[src/design/afha_pkg.sv]
package afha_pkg;

  // ----------------------------------------
  // Register offsets
  // ----------------------------------------
  localparam logic [7:0] OFS_CTRL = 8'h04;
  localparam logic [7:0] OFS_INT = 8'h0c;
  localparam logic [7:0] OFS_MASK = 8'h10;
  localparam logic [7:0] OFS_ASTAT = 8'h1c;
  localparam logic [7:0] OFS_PERR = 8'h38;
  localparam logic [7:0] OFS_TOUT = 8'h3c;
  localparam logic [7:0] OFS_PSTAT = 8'h40;
  localparam logic [7:0] OFS_TEST = 8'h44;
  localparam logic [7:0] OFS_TXF = 8'h70;
  localparam logic [7:0] OFS_TXM = 8'h74;
  localparam logic [7:0] OFS_TXL = 8'h7c;

  // ----------------------------------------
  // Field positions
  // ----------------------------------------
  localparam int B_UNLOCK = 0;
  localparam int B_RX_PKT = 25;
  localparam int B_PIPE_ERR = 24;
  localparam int B_MISPLACED = 21;
  localparam int B_CODE_ERR = 20;
  localparam int RXF_LSB = 26;
  localparam int TXF_LSB = 19;
  localparam int B_TX_FLUSH = 15;
  localparam int B_RX_FLUSH = 13;
  localparam int ERR_LSB = 12;
  localparam int GAP_LSB = 20;
  localparam int RMAX_LSB = 16;
  localparam int SPLIT_LSB = 0;
  localparam int TCODE_LSB = 4;

  // ----------------------------------------
  // Reset values and depths
  // ----------------------------------------
  localparam logic [31:0] TOUT_RST = 32'h00000320;
  localparam logic [31:0] PSTAT_RST = 32'h04280000;
  localparam int ATF_DEPTH = 24;
  localparam int ARF_DEPTH = 4;
  localparam int PIPE_DEPTH = 532;
  localparam logic [15:0] TCODE_OK = 16'h4af7;

  // ----------------------------------------
  // Timing
  // ----------------------------------------
  localparam int TICK_US = 125;
  localparam int CLK_MHZ = 100;
  localparam int TICK_CYC = TICK_US * CLK_MHZ;

  // ----------------------------------------
  // Pipe error codes
  // ----------------------------------------
  localparam logic [3:0] ERR_NONE = 4'h0;
  localparam logic [3:0] ERR_SPLIT_TO = 4'h3;
  localparam logic [3:0] ERR_BUSY_TO = 4'h4;

  // Fill flags: full, one slot left, four free, one stored, empty
  function automatic logic [4:0] fill_flags(input logic [15:0] cnt, input logic [15:0] depth);
    fill_flags = {cnt == depth, depth - cnt == 16'h0001, depth - cnt >= 16'h0004,
                  cnt == 16'h0001, cnt == 16'h0000};
  endfunction

endpackage

[src/design/afha_if.sv]
`timescale 1ns/10ps
interface afha_if;
  logic [7:0] addr;
  logic [31:0] host_data;
  logic [31:0] dev_data;
  logic dev_data_oe;
  logic wr_n;
  logic rd_n;
  logic irq_n;
  logic [31:0] data;

  // Shared data wire: device drives only during a read answer
  assign data = dev_data_oe ? dev_data : host_data;

  modport dev(input addr, host_data, wr_n, rd_n, output dev_data, dev_data_oe, irq_n);
  modport host(input data, irq_n, output addr, host_data, wr_n, rd_n);
endinterface

[src/design/afha_dev.sv]
`timescale 1ns/10ps
module afha_fifo #(
  parameter int WIDTH = 34,
  parameter int DEPTH = 4
) (
  // Clock and reset
  input wire logic clk,
  input wire logic rst_n,
  input wire logic clk_en,
  input wire logic flush,
  // Fill side
  input wire logic in_valid,
  output logic in_ready,
  input wire logic [WIDTH-1:0] in_data,
  // Drain side
  output logic out_valid,
  input wire logic out_ready,
  output logic [WIDTH-1:0] out_data,
  output logic [15:0] count
);
  localparam int AW = (DEPTH > 1) ? $clog2(DEPTH) : 1;

  generate
    if (DEPTH < 2 || DEPTH > 4096) begin : g_bad
      $error("afha_fifo depth out of range");
    end
  endgenerate

  logic [WIDTH-1:0] mem_q [DEPTH];
  logic [AW-1:0] rd_q;
  logic [AW-1:0] wr_q;
  logic [15:0] cnt_q;
  logic push;
  logic pop;

  assign in_ready = (cnt_q != 16'(DEPTH));
  assign out_valid = (cnt_q != 16'h0);
  assign push = in_valid && in_ready;
  assign pop = out_valid && out_ready;
  assign out_data = mem_q[rd_q];
  assign count = cnt_q;

  always_ff @(posedge clk) begin
    if (clk_en && push) begin
      mem_q[wr_q] <= in_data;
    end
  end

  always_ff @(posedge clk) begin
    if (!rst_n || (clk_en && flush)) begin
      rd_q <= '0;
      wr_q <= '0;
      cnt_q <= 16'h0;
    end else if (clk_en) begin
      if (push) begin
        wr_q <= (wr_q == AW'(DEPTH - 1)) ? '0 : wr_q + 1'b1;
      end
      if (pop) begin
        rd_q <= (rd_q == AW'(DEPTH - 1)) ? '0 : rd_q + 1'b1;
      end
      cnt_q <= cnt_q + 16'(push) - 16'(pop);
    end
  end
endmodule

// How it works
// Error codes zero none, one to eight.
// Simultaneous errors record the smallest code.
// Busy retry waits gap times 125 us.
// Zero gap resends busy request at once.
// Zero retry maximum means never retry.
// Retry limit exhausted stops, reports busy timeout.
// Missing split response times out, reports code.
// Pipe receive fill flags at bits 31..26.
// Boundary bit marks first or last quadlet.
// Pipe transmit fill flags at bits 23..19.
// Flush bits reset their FIFO, self clear.
// Status flags writable only when unlocked.
// Host writes first, middle, last ports.
// Full transmit FIFO drops writes; commits send.
// Free-space encoding in status bits 23..19.
// Misplaced first quadlet sets start flag.
// Untransmittable tCode sets code error flag.
// Transmit errors hold sending until flush.
// Accept packet if room and ID matches.
// Received packet sets flag, masked interrupt.
// Empty receive read repeats previous quadlet.
// Byte host reads bytes from offset 00.
// Recorded pipe error raises its interrupt.
// Dropped commit leaves fragment never sent.
module afha_dev #(
  parameter int TICK_CYC = afha_pkg::TICK_CYC,
  parameter int ATF_DEPTH = afha_pkg::ATF_DEPTH,
  parameter int ARF_DEPTH = afha_pkg::ARF_DEPTH,
  parameter int PIPE_DEPTH = afha_pkg::PIPE_DEPTH
) (
  // Clock and reset
  input wire logic clk,
  input wire logic rst_n,
  input wire logic clk_en,
  // Register pins
  afha_if.dev bus,
  // Link transmit
  input wire logic tx_grant,
  output logic tx_valid,
  output logic [31:0] tx_data,
  output logic tx_last,
  // Link receive
  input wire logic rx_valid,
  output logic rx_ready,
  input wire logic [31:0] rx_data,
  input wire logic rx_last,
  input wire logic [15:0] rx_dest_id,
  input wire logic [15:0] rx_len,
  input wire logic [15:0] node_id,
  // Pipe transaction events
  input wire logic pipe_go,
  input wire logic pipe_ack_busy,
  input wire logic pipe_ack_done,
  input wire logic pipe_split,
  input wire logic pipe_resp_rcvd,
  input wire logic [8:1] pipe_err_in,
  output logic pipe_resend,
  output logic pipe_abort,
  // Pipe FIFO levels
  input wire logic [15:0] pipe_tx_count,
  input wire logic [15:0] pipe_rx_count,
  input wire logic pipe_rx_boundary,
  output logic pipe_tx_flush,
  output logic pipe_rx_flush
);

  generate
    if (TICK_CYC < 1 || ATF_DEPTH < 4 || ARF_DEPTH < 2) begin : g_bad
      $error("afha_dev parameters out of range");
    end
  endgenerate

  // ----------------------------------------
  // Register decode
  // ----------------------------------------
  logic wr;
  logic rd;
  logic [31:0] wd;
  logic unlock_q;
  logic [31:0] mask_q;
  logic [31:0] tout_q;
  logic [31:0] pst_ovr_q;
  logic [31:0] ast_ovr_q;
  logic [3:0] err_q;
  logic [31:0] rdata_q;
  logic oe_q;
  logic [31:0] last_rx_q;
  logic rx_pkt_q, perr_q, mispl_q, cerr_q;
  logic ptf_q, prf_q, atf_q, arf_q;

  assign wr = clk_en && !bus.wr_n;
  assign rd = clk_en && !bus.rd_n;
  assign wd = bus.host_data;

  // ----------------------------------------
  // Transmit FIFO and packet tracking
  // ----------------------------------------
  logic tx_in_valid, tx_in_ready, tx_out_valid, tx_out_ready;
  logic [33:0] tx_out;
  logic [15:0] tx_cnt;
  logic port_f, port_m, port_l, stored;
  logic in_pkt_q, hold_q;
  logic [15:0] commit_q, uq_q, skip_q, frag_at_q;
  logic send_ok, skipping, tx_done;

  assign port_f = wr && bus.addr == afha_pkg::OFS_TXF;
  assign port_m = wr && bus.addr == afha_pkg::OFS_TXM;
  assign port_l = wr && bus.addr == afha_pkg::OFS_TXL;
  assign tx_in_valid = port_f || port_m || port_l;
  assign stored = tx_in_valid && tx_in_ready;
  assign skipping = skip_q != 16'h0 && frag_at_q == 16'h0;
  assign send_ok = !hold_q && commit_q != 16'h0 && !skipping;
  assign tx_valid = tx_out_valid && send_ok;
  assign tx_out_ready = skipping || (send_ok && tx_grant);
  assign tx_data = tx_out[31:0];
  assign tx_last = tx_out[32];
  assign tx_done = tx_valid && tx_grant && tx_last;

  afha_fifo #(.WIDTH(34), .DEPTH(ATF_DEPTH)) u_atf (
    .clk(clk), .rst_n(rst_n), .clk_en(clk_en), .flush(atf_q),
    .in_valid(tx_in_valid), .in_ready(tx_in_ready), .in_data({1'b0, port_l, wd}),
    .out_valid(tx_out_valid), .out_ready(tx_out_ready), .out_data(tx_out), .count(tx_cnt)
  );

  always_ff @(posedge clk) begin
    if (!rst_n || (clk_en && atf_q)) begin
      in_pkt_q <= 1'b0;
      commit_q <= 16'h0;
      uq_q <= 16'h0;
      skip_q <= 16'h0;
      frag_at_q <= 16'h0;
    end else if (clk_en) begin
      if (port_f) begin
        in_pkt_q <= 1'b1;
      end else if (port_l) begin
        in_pkt_q <= 1'b0;
      end
      commit_q <= commit_q + 16'(stored && port_l) - 16'(tx_done);
      if (stored && !port_l) begin
        uq_q <= uq_q + 16'h1;
      end else if (port_l) begin
        uq_q <= 16'h0;
      end
      // Refused commit: remember where the fragment sits so it is drained unsent
      if (port_l && !tx_in_ready && uq_q != 16'h0) begin
        skip_q <= skip_q + uq_q - 16'(skipping && tx_out_valid);
        frag_at_q <= (skip_q == 16'h0) ? commit_q - 16'(tx_done) : frag_at_q - 16'(tx_done);
      end else begin
        skip_q <= skip_q - 16'(skipping && tx_out_valid);
        frag_at_q <= frag_at_q - 16'(tx_done && skip_q != 16'h0);
      end
    end
  end

  always_ff @(posedge clk) begin
    if (!rst_n || (clk_en && atf_q)) begin
      hold_q <= 1'b0;
    end else if (clk_en && (((port_m || port_l) && !in_pkt_q)
                 || (port_f && !afha_pkg::TCODE_OK[wd[afha_pkg::TCODE_LSB +: 4]]))) begin
      hold_q <= 1'b1;
    end
  end

  // ----------------------------------------
  // Receive FIFO
  // ----------------------------------------
  logic rx_in_pkt_q, acc_q, acc_now, rx_in_ready, rx_out_valid, rx_pop, rx_push;
  logic [33:0] rx_out;
  logic [15:0] rx_cnt;

  assign acc_now = rx_in_pkt_q ? acc_q
                 : (rx_dest_id == node_id && 16'(ARF_DEPTH) - rx_cnt >= rx_len);
  assign rx_ready = acc_now ? rx_in_ready : 1'b1;
  assign rx_push = rx_valid && acc_now;
  assign rx_pop = rd && bus.addr == afha_pkg::OFS_TXM && rx_out_valid;

  afha_fifo #(.WIDTH(34), .DEPTH(ARF_DEPTH)) u_arf (
    .clk(clk), .rst_n(rst_n), .clk_en(clk_en), .flush(arf_q),
    .in_valid(rx_push), .in_ready(rx_in_ready), .in_data({!rx_in_pkt_q, rx_last, rx_data}),
    .out_valid(rx_out_valid), .out_ready(rx_pop), .out_data(rx_out), .count(rx_cnt)
  );

  always_ff @(posedge clk) begin
    if (!rst_n) begin
      rx_in_pkt_q <= 1'b0;
      acc_q <= 1'b0;
    end else if (clk_en && rx_valid && rx_ready) begin
      rx_in_pkt_q <= !rx_last;
      acc_q <= acc_now;
    end
  end

  // ----------------------------------------
  // Pipe retry and split timeout
  // ----------------------------------------
  typedef enum logic [1:0] {P_IDLE, P_ACK, P_GAP, P_RESP} afha_pipe_e;
  afha_pipe_e pst_q;
  logic [$clog2(TICK_CYC+1)-1:0] pre_q;
  logic [15:0] ticks_q;
  logic [3:0] tries_q;
  logic tick, load, busy_to, split_to;
  logic [8:1] err_vec;
  logic [3:0] err_new;
  logic [7:0] gap;
  logic [3:0] rmax;

  assign gap = tout_q[afha_pkg::GAP_LSB +: 8];
  assign rmax = tout_q[afha_pkg::RMAX_LSB +: 4];
  assign tick = pre_q == '0;
  assign busy_to = pst_q == P_ACK && pipe_ack_busy && (rmax == 4'h0 || tries_q == rmax);
  assign split_to = pst_q == P_RESP && !pipe_resp_rcvd && tick && ticks_q == 16'h0;
  assign load = (pst_q == P_ACK) && (pipe_ack_busy || pipe_split);
  assign err_vec = pipe_err_in | {4'h0, busy_to, split_to, 2'b00};
  assign pipe_abort = clk_en && pst_q != P_IDLE && err_vec != 8'h0;
  assign pipe_resend = clk_en && ((load && pipe_ack_busy && !busy_to && gap == 8'h0)
                     || (pst_q == P_GAP && tick && ticks_q == 16'h0));

  always_comb begin
    err_new = afha_pkg::ERR_NONE;
    for (int i = 8; i >= 1; i--) begin
      if (err_vec[i]) begin
        err_new = 4'(i);
      end
    end
  end

  // Prescaler restarts with each wait so an interval is never a tick short
  always_ff @(posedge clk) begin
    if (!rst_n || (clk_en && load)) begin
      pre_q <= ($clog2(TICK_CYC+1))'(TICK_CYC - 1);
    end else if (clk_en) begin
      pre_q <= tick ? ($clog2(TICK_CYC+1))'(TICK_CYC - 1) : pre_q - 1'b1;
    end
  end

  always_ff @(posedge clk) begin
    if (!rst_n) begin
      pst_q <= P_IDLE;
      ticks_q <= 16'h0;
      tries_q <= 4'h0;
    end else if (clk_en) begin
      if (pipe_go) begin
        pst_q <= P_ACK;
        tries_q <= 4'h0;
      end else if (pipe_abort) begin
        pst_q <= P_IDLE;
      end else begin
        unique case (pst_q)
          P_IDLE: ;
          P_ACK: begin
            if (pipe_ack_busy) begin
              tries_q <= tries_q + 4'h1;
              ticks_q <= 16'(gap) - 16'h1;
              pst_q <= (gap == 8'h0) ? P_ACK : P_GAP;
            end else if (pipe_split) begin
              ticks_q <= tout_q[afha_pkg::SPLIT_LSB +: 16] - 16'h1;
              pst_q <= P_RESP;
            end else if (pipe_ack_done) begin
              pst_q <= P_IDLE;
            end
          end
          P_GAP: begin
            if (tick) begin
              ticks_q <= ticks_q - 16'h1;
              pst_q <= (ticks_q == 16'h0) ? P_ACK : P_GAP;
            end
          end
          P_RESP: begin
            if (pipe_resp_rcvd) begin
              pst_q <= P_IDLE;
            end else if (tick) begin
              ticks_q <= ticks_q - 16'h1;
            end
          end
        endcase
      end
    end
  end

  always_ff @(posedge clk) begin
    if (!rst_n || (clk_en && pipe_go)) begin
      err_q <= afha_pkg::ERR_NONE;
    end else if (pipe_abort) begin
      err_q <= err_new;
    end
  end

  // ----------------------------------------
  // Interrupt flags, set wins over clear
  // ----------------------------------------
  logic int_wr;
  assign int_wr = wr && bus.addr == afha_pkg::OFS_INT;

  always_ff @(posedge clk) begin
    if (!rst_n) begin
      rx_pkt_q <= 1'b0;
      perr_q <= 1'b0;
      mispl_q <= 1'b0;
      cerr_q <= 1'b0;
    end else if (clk_en) begin
      rx_pkt_q <= (rx_push && rx_ready && rx_last) || (rx_pkt_q && !(int_wr && wd[afha_pkg::B_RX_PKT]));
      perr_q <= pipe_abort || (perr_q && !(int_wr && wd[afha_pkg::B_PIPE_ERR]));
      mispl_q <= ((port_m || port_l) && !in_pkt_q)
               || (mispl_q && !(int_wr && wd[afha_pkg::B_MISPLACED]));
      cerr_q <= (port_f && !afha_pkg::TCODE_OK[wd[afha_pkg::TCODE_LSB +: 4]])
              || (cerr_q && !(int_wr && wd[afha_pkg::B_CODE_ERR]));
    end
  end

  assign bus.irq_n = ~|({rx_pkt_q, perr_q, 2'b00, mispl_q, cerr_q} & mask_q[25:20]);

  // ----------------------------------------
  // Control registers and flushes
  // ----------------------------------------
  logic [31:0] pst_live, ast_live, pst_rd, ast_rd;
  logic [4:0] prf_fl, arf_fl;

  assign prf_fl = afha_pkg::fill_flags(pipe_rx_count, 16'(PIPE_DEPTH));
  assign arf_fl = afha_pkg::fill_flags(rx_cnt, 16'(ARF_DEPTH));
  assign pst_live = {prf_fl[4:3], pipe_rx_count >= 16'h0004, pipe_rx_boundary, prf_fl[1:0], 2'b00,
                     afha_pkg::fill_flags(pipe_tx_count, 16'(PIPE_DEPTH)), 3'b000, ptf_q, 1'b0, prf_q, 13'h0};
  assign ast_live = {arf_fl[4:3], rx_cnt >= 16'h0004, rx_out_valid && (rx_out[33] || rx_out[32]), arf_fl[1:0],
                     2'b00, afha_pkg::fill_flags(tx_cnt, 16'(ATF_DEPTH)), 3'b000, atf_q, 1'b0, arf_q, 13'h0};
  assign pst_rd = unlock_q ? {pst_ovr_q[31:16], pst_live[15:0]} : pst_live;
  assign ast_rd = unlock_q ? {ast_ovr_q[31:16], ast_live[15:0]} : ast_live;
  assign pipe_tx_flush = ptf_q;
  assign pipe_rx_flush = prf_q;

  always_ff @(posedge clk) begin
    if (!rst_n) begin
      unlock_q <= 1'b0;
      mask_q <= 32'h0;
      tout_q <= afha_pkg::TOUT_RST;
      pst_ovr_q <= afha_pkg::PSTAT_RST;
      ast_ovr_q <= afha_pkg::PSTAT_RST;
      {ptf_q, prf_q, atf_q, arf_q} <= 4'h0;
    end else if (clk_en) begin
      // Flush strobes self clear after one cycle
      ptf_q <= wr && bus.addr == afha_pkg::OFS_PSTAT && wd[afha_pkg::B_TX_FLUSH];
      prf_q <= wr && bus.addr == afha_pkg::OFS_PSTAT && wd[afha_pkg::B_RX_FLUSH];
      atf_q <= wr && bus.addr == afha_pkg::OFS_ASTAT && wd[afha_pkg::B_TX_FLUSH];
      arf_q <= wr && bus.addr == afha_pkg::OFS_ASTAT && wd[afha_pkg::B_RX_FLUSH];
      if (wr && bus.addr == afha_pkg::OFS_CTRL) begin
        unlock_q <= wd[afha_pkg::B_UNLOCK];
      end
      if (wr && bus.addr == afha_pkg::OFS_MASK) begin
        mask_q <= wd;
      end
      if (wr && bus.addr == afha_pkg::OFS_TOUT) begin
        tout_q <= wd;
      end
      if (wr && unlock_q && bus.addr == afha_pkg::OFS_PSTAT) begin
        pst_ovr_q <= wd;
      end
      if (wr && unlock_q && bus.addr == afha_pkg::OFS_ASTAT) begin
        ast_ovr_q <= wd;
      end
    end
  end

  // ----------------------------------------
  // Read answer, one cycle after the strobe
  // ----------------------------------------
  always_ff @(posedge clk) begin
    if (!rst_n) begin
      rdata_q <= 32'h0;
      oe_q <= 1'b0;
      last_rx_q <= 32'h0;
    end else if (clk_en) begin
      oe_q <= rd;
      if (rx_pop) begin
        last_rx_q <= rx_out[31:0];
      end
      if (rd) begin
        unique case (bus.addr)
          afha_pkg::OFS_CTRL: rdata_q <= {31'h0, unlock_q};
          afha_pkg::OFS_INT: rdata_q <= {6'h0, rx_pkt_q, perr_q, 2'b00, mispl_q, cerr_q, 20'h0};
          afha_pkg::OFS_MASK: rdata_q <= mask_q;
          afha_pkg::OFS_ASTAT: rdata_q <= ast_rd;
          afha_pkg::OFS_PERR: rdata_q <= {16'h0, err_q, 12'h0};
          afha_pkg::OFS_TOUT: rdata_q <= tout_q;
          afha_pkg::OFS_PSTAT: rdata_q <= pst_rd;
          afha_pkg::OFS_TXM: rdata_q <= rx_out_valid ? rx_out[31:0] : last_rx_q;
          default: rdata_q <= 32'h0;
        endcase
      end
    end
  end

  assign bus.dev_data = rdata_q;
  assign bus.dev_data_oe = oe_q;

endmodule

[src/flat_wrapper.sv]
// flat-port wrapper written by rule: the top's interface ports become plain ports
module afha_dev_flat 
#(
  parameter int TICK_CYC = afha_pkg::TICK_CYC,
  parameter int ATF_DEPTH = afha_pkg::ATF_DEPTH,
  parameter int ARF_DEPTH = afha_pkg::ARF_DEPTH,
  parameter int PIPE_DEPTH = afha_pkg::PIPE_DEPTH
)
  (clk, rst_n, clk_en, tx_grant, tx_valid, tx_data, tx_last, rx_valid, rx_ready, rx_data, rx_last, rx_dest_id, rx_len, node_id, pipe_go, pipe_ack_busy, pipe_ack_done, pipe_split, pipe_resp_rcvd, pipe_err_in, pipe_resend, pipe_abort, pipe_tx_count, pipe_rx_count, pipe_rx_boundary, pipe_tx_flush, pipe_rx_flush, bus_addr, bus_host_data, bus_wr_n, bus_rd_n, bus_dev_data, bus_dev_data_oe, bus_irq_n);
  afha_if bus_i ();
  input wire logic clk;
  input wire logic rst_n;
  input wire logic clk_en;
  input wire logic tx_grant;
  output logic tx_valid;
  output logic [31:0] tx_data;
  output logic tx_last;
  input wire logic rx_valid;
  output logic rx_ready;
  input wire logic [31:0] rx_data;
  input wire logic rx_last;
  input wire logic [15:0] rx_dest_id;
  input wire logic [15:0] rx_len;
  input wire logic [15:0] node_id;
  input wire logic pipe_go;
  input wire logic pipe_ack_busy;
  input wire logic pipe_ack_done;
  input wire logic pipe_split;
  input wire logic pipe_resp_rcvd;
  input wire logic [8:1] pipe_err_in;
  output logic pipe_resend;
  output logic pipe_abort;
  input wire logic [15:0] pipe_tx_count;
  input wire logic [15:0] pipe_rx_count;
  input wire logic pipe_rx_boundary;
  output logic pipe_tx_flush;
  output logic pipe_rx_flush;
  input wire logic [$bits(bus_i.addr)-1:0] bus_addr;
  input wire logic [$bits(bus_i.host_data)-1:0] bus_host_data;
  input wire logic [$bits(bus_i.wr_n)-1:0] bus_wr_n;
  input wire logic [$bits(bus_i.rd_n)-1:0] bus_rd_n;
  output wire logic [$bits(bus_i.dev_data)-1:0] bus_dev_data;
  output wire logic [$bits(bus_i.dev_data_oe)-1:0] bus_dev_data_oe;
  output wire logic [$bits(bus_i.irq_n)-1:0] bus_irq_n;
  assign bus_i.addr = bus_addr;
  assign bus_i.host_data = bus_host_data;
  assign bus_i.wr_n = bus_wr_n;
  assign bus_i.rd_n = bus_rd_n;
  assign bus_dev_data = bus_i.dev_data;
  assign bus_dev_data_oe = bus_i.dev_data_oe;
  assign bus_irq_n = bus_i.irq_n;
  afha_dev #(.TICK_CYC(TICK_CYC), .ATF_DEPTH(ATF_DEPTH), .ARF_DEPTH(ARF_DEPTH), .PIPE_DEPTH(PIPE_DEPTH)) u_core (.clk(clk), .rst_n(rst_n), .clk_en(clk_en), .bus(bus_i), .tx_grant(tx_grant), .tx_valid(tx_valid), .tx_data(tx_data), .tx_last(tx_last), .rx_valid(rx_valid), .rx_ready(rx_ready), .rx_data(rx_data), .rx_last(rx_last), .rx_dest_id(rx_dest_id), .rx_len(rx_len), .node_id(node_id), .pipe_go(pipe_go), .pipe_ack_busy(pipe_ack_busy), .pipe_ack_done(pipe_ack_done), .pipe_split(pipe_split), .pipe_resp_rcvd(pipe_resp_rcvd), .pipe_err_in(pipe_err_in), .pipe_resend(pipe_resend), .pipe_abort(pipe_abort), .pipe_tx_count(pipe_tx_count), .pipe_rx_count(pipe_rx_count), .pipe_rx_boundary(pipe_rx_boundary), .pipe_tx_flush(pipe_tx_flush), .pipe_rx_flush(pipe_rx_flush));
endmodule
[config.mk]
export PLATFORM = sky130hd
export DESIGN_NAME = afha_dev_flat
export DESIGN_NICKNAME = d
export VERILOG_FILES = /design/src/design/afha_pkg.sv /design/src/design/afha_if.sv /design/src/design/afha_dev.sv /design/src/flat_wrapper.sv
export SDC_FILE = /design/constraint.sdc
export NUM_CORES = 2
export LEC_CHECK = 0
export ABC_AREA = 1
export BUFFER_PORTS_ARGS = -buffer_cell sky130_fd_sc_hd__buf_2
export CORE_MARGIN = 1.5
export CORE_UTILIZATION = 55
export CTS_BUF_LIST = sky130_fd_sc_hd__clkbuf_8
export DETAILED_ROUTE_END_ITERATION = 7
export PLACE_DENSITY = 0.82
export SYNTH_ARGS = -nofsm -noshare
export SYNTH_HDL_FRONTEND = slang
export SYNTH_SLANG_ARGS = --single-unit
[constraint.sdc]
create_clock -name clk -period 6.85 [get_ports clk]
set_clock_uncertainty 0.1 [all_clocks]
set_input_delay 1.37 -clock clk [delete_from_list [all_inputs] [get_ports clk]]
set_output_delay 1.37 -clock clk [all_outputs]
set_load 0.01 [all_outputs]
==> run summary <==
The later pin in the worst-skew pair is clocked with a latency of 0.88 ns. Global routing finished with a remaining overflow of 0. The tools report the count of distinct cell types in the synthesized netlist as 62.

The run gives 44.4k as the number of global-route vias before repair. Data arrives at the worst endpoint at 4.55 ns. The CTS clock-pin slew for the worst setup and hold paths was 0.06 ns; the final core utilization was 61.6%.

The biggest area contributor in the post-synthesis netlist is sky130_fd_sc_hd__edfxtp_1. At the end of routability-driven placement, the weighted congestion stood at 0.929. The number of nets with antenna violations after detailed routing is 0, and the average wire per standard cell is 21.7 µm. The floorplan has 118 rows.

The total CTS buffers was 190; the area inside the core boundary was 0.104 mm². The worst setup path is of the reg -> out kind. The post-route netlist has 10.6% of its cells at a drive strength greater than 1. The most used flip-flop cell after synthesis is sky130_fd_sc_hd__edfxtp_1. The final layout net count was 6447; the number of antenna violations at the first check in global routing was 23. For the max-slew violation count, the log shows 0.

At the pin with the least slew margin, the transition time is 1.30 ns. The run gives 0 as the total of max-cap violations. The mapped netlist covers 0.0580 mm². The post-cts gate resize count is 0. Commonest non-fill, non-tap cell in the layout: sky130_fd_sc_hd__edfxtp_1. The worst setup path is captured at an output pin. The class of the most critical hold timing path was reg -> reg. The power per unit of standard cell area was 275 mW/mm²; the effective utilization at floorplan was 55.7%. The logs give 0 ns for the setup TNS and 6246 for the number of nets in the synthesized netlist.

Worst-case clock buffer depth: 3. The routed design could run at a clock period as short as 6.02 ns. Across all register-to-register paths, the minimum setup slack is 1.17 ns. The first routing iteration left 6172 violations. In this run the tightest slew margin relative to its limit is 13.2%. The count of buffers added on input and output ports is 246.

Setup violations remaining at the end of the flow were counted as 0. The tools report the number of endpoints with negative hold slack in the final report as 0. In the post-synthesis netlist, the biggest area contributors are sky130_fd_sc_hd__edfxtp_1, sky130_fd_sc_hd__dfxtp_1, sky130_fd_sc_hd__o21ai_0, sky130_fd_sc_hd__nor2_1, sky130_fd_sc_hd__nand2_1. Of all nets on the critical path, the largest fanout is 92.

For this run, design rule violations remaining after detail routing come to 0. The first global-routing pass estimated 250000 µm of wire. The cell count after synthesis was 5911. The post-DP HPWL was 104000 µm.

Layer carrying the most global-route usage: met2. For this run, the total global-route usage over all layers was measured as 30.1%. The fmax is 166 MHz. The average instance in the mapped netlist occupies 9.81 µm². CTS placed an instance of sky130_fd_sc_hd__clkbuf_8 at the clock tree root. The maximum number of pins on one net before global-route repair was 170. For the H-tree level count, the log shows 4.

In this run the post-CTS setup repair buffer count came out at 0. Summed over all layers, the routed wires come to 166000 µm. The number of vias per cell after detailed routing was 6.07.

The number of hold buffers added after CTS was 0. The final critical-path share of the clock period is 87.9%, and the post-synthesis async set-or-reset flop share is 0%. Data on the critical path is required at its endpoint by 5.38 ns.

For this run, the detailed router's first-pass iteration total came to 6. The top cell types in the final layout, fill and taps aside, are sky130_fd_sc_hd__edfxtp_1, sky130_fd_sc_hd__o21ai_0, sky130_fd_sc_hd__nor2_1. The height of the chip is 328 µm. Total number of vias: 46.5k.

The run gives 0.0345 mm² as the register cell area after layout. The final hold slack was 0.351 ns. The tools report the total area of multi-input combinational cells as 0.0206 mm².

The total I/O pin count came out at 247. During synthesis, Yosys emitted a total of 0 warnings. The synthesized design contains 1259 register bits.

The met2 track demand over resource is 48.9%, and the number of clock sinks seen by CTS is 1259. Summed over its instances, the top area cell type makes up 48.0% of the synthesized netlist area. The nature of the critical path startpoint is a flip-flop.

The die covers 0.107 mm². The run finished with clean final reports. Setup repair after global routing left no endpoint under its margin. For this run, global-route usage on met3 was measured as 6.01%.

After filler insertion, the fill cell instance count of the layout stands at 8253. Sequential cells were found to cover 59.5% of the synthesized design area. In this run the static leakage power is 24.3 nW. The area growth from synthesis to layout is 10.6%. TritonCTS built the clock tree. The floorplan step set the die width to 328 µm. The synthesized design contains 928 enable-type register cells. Fraction of met1 tracks used by global routing: 37.9%. The worst-case IR drop observed on VDD is 0.000173 V.
cells in the mapped netlist (5+ instances only):
master	count
sky130_fd_sc_hd__a211oi_1	9
sky130_fd_sc_hd__a21boi_0	5
sky130_fd_sc_hd__a21o_1	5
sky130_fd_sc_hd__a21oi_1	408
sky130_fd_sc_hd__a221oi_1	6
sky130_fd_sc_hd__a31oi_1	12
sky130_fd_sc_hd__a32o_1	29
sky130_fd_sc_hd__buf_1	20
sky130_fd_sc_hd__buf_2	29
sky130_fd_sc_hd__clkbuf_1	252
sky130_fd_sc_hd__clkinv_1	7
sky130_fd_sc_hd__dfxtp_1	331
sky130_fd_sc_hd__edfxtp_1	928
sky130_fd_sc_hd__ha_1	157
sky130_fd_sc_hd__inv_1	495
sky130_fd_sc_hd__inv_2	8
sky130_fd_sc_hd__nand2_1	746
sky130_fd_sc_hd__nand2_2	8
sky130_fd_sc_hd__nand3_1	247
sky130_fd_sc_hd__nand3b_1	8
sky130_fd_sc_hd__nand4_1	54
sky130_fd_sc_hd__nor2_1	779
sky130_fd_sc_hd__nor2_2	9
sky130_fd_sc_hd__nor3_1	59
sky130_fd_sc_hd__nor4_1	10
sky130_fd_sc_hd__o2111ai_1	8
sky130_fd_sc_hd__o211ai_1	54
sky130_fd_sc_hd__o21a_1	12
sky130_fd_sc_hd__o21ai_0	806
sky130_fd_sc_hd__o21ai_1	19
sky130_fd_sc_hd__o21ai_4	5
sky130_fd_sc_hd__o21bai_1	5
sky130_fd_sc_hd__o221ai_1	154
sky130_fd_sc_hd__o22ai_1	50
sky130_fd_sc_hd__o31ai_1	12
sky130_fd_sc_hd__or2_2	15
sky130_fd_sc_hd__xnor2_1	22
sky130_fd_sc_hd__xor2_1	82
cell families (layout without fill, tap and decap cells):
group | count (synthesis) | after routing | share of synthesized area [%]
other cells | 0 | 12 | 0
simple gates | 1955 | 1955 | 14.0
flops | 1259 | 1259 | 59.5
xor+xnor | 104 | 104 | 1.57
buf+inv | 816 | 1168 | 5.39
fa+ha+maj | 161 | 161 | 3.52
compound gates | 1616 | 1616 | 16.1
layout make-up:
cell class / instances / area share, %
clock inverter: 138 / 1.19
multi-input combinational: 3836 / 32.1
antenna: 12 / 0.0468
tap: 1380 / 2.69
inverter: 511 / 3.01
sequential: 1259 / 53.8
timing repair buffer: 314 / 2.74
clock buffer: 205 / 4.40
worst max-delay path, cell delays in order (launching register included):
cell and delay [ns]:
sky130_fd_sc_hd__dfxtp_4 0.87, sky130_fd_sc_hd__buf_4 0.73, sky130_fd_sc_hd__buf_4 0.81, sky130_fd_sc_hd__o21ai_0 0.24, sky130_fd_sc_hd__o221ai_1 0.31, sky130_fd_sc_hd__nand3_1 0.10
sky130_fd_sc_hd__nand2_1 0.21, sky130_fd_sc_hd__nand2_1 0.08, sky130_fd_sc_hd__o21ai_0 0.12, sky130_fd_sc_hd__buf_2 0.17
registers in the layout, summed over array words and instances, names as in the netlist, 4 cells and up, named ones only:
register	cells
u_core.err_q	4
u_core.frag_at_q	16
u_core.u_atf.rd_q	5
u_core.u_arf.count	16
u_core.u_atf.wr_q	5
u_core.skip_q	16
u_core.u_atf.mem_q	792
u_core.u_atf.count	16
u_core.last_rx_q	32
u_core.tries_q	4
u_core.pre_q	14
u_core.ticks_q	16
u_core.tout_q	32
u_core.mask_q	32
u_core.commit_q	16
u_core.bus.dev_data	32
u_core.pst_ovr_q	16
u_core.u_arf.mem_q	136
u_core.ast_ovr_q	16
u_core.uq_q	16
stage by stage:
stage | setup WS [ns] | total power (W) | instance area (µm²) | instances
floorplan | 1.76 | 0.0108 | 58000 | 5911
global placement | 1.34 | 0.0117 | 60500 | 7300
detailed placement | 1.21 | 0.0118 | 60500 | 7300
CTS | 0.830 | 0.0176 | 64100 | 7643
global route | 0.548 | 0.0183 | 64100 | 7653
finish | 0.829 | 0.0176 | 64100 | 7655
per-layer routing:
| layer | vias to the layer above | part of all wire, % |
|---|---|---|
| li1 | 21300 | - |
| met1 | 21900 | 37 |
| met2 | 2824 | 47 |
| met3 | 479 | 10 |
| met4 | 4 | 5.4 |
| met5 | - | 0.016 |
worst paths after layout:
| check | cells after the start | startpoint | to |
|---|---|---|---|
| max | 9 | flip-flop | tx_data[12] |
| min | 2 | u_core.pst_ovr_q[31] | u_core.pst_ovr_q[31] |
| max reg2reg | 30 | u_core.u_arf.count[4] | u_core.u_arf.count[10] |
| min reg2reg | 2 | u_core.pst_ovr_q[31] | u_core.pst_ovr_q[31] |
power by group:
group	internal (W)	total, W	switching [W]
sequential	0.00827	0.00841	0.000132
clock	0.00296	0.00590	0.00294
combinational	0.00108	0.00331	0.00223
Power figures use the tool's default switching activity.
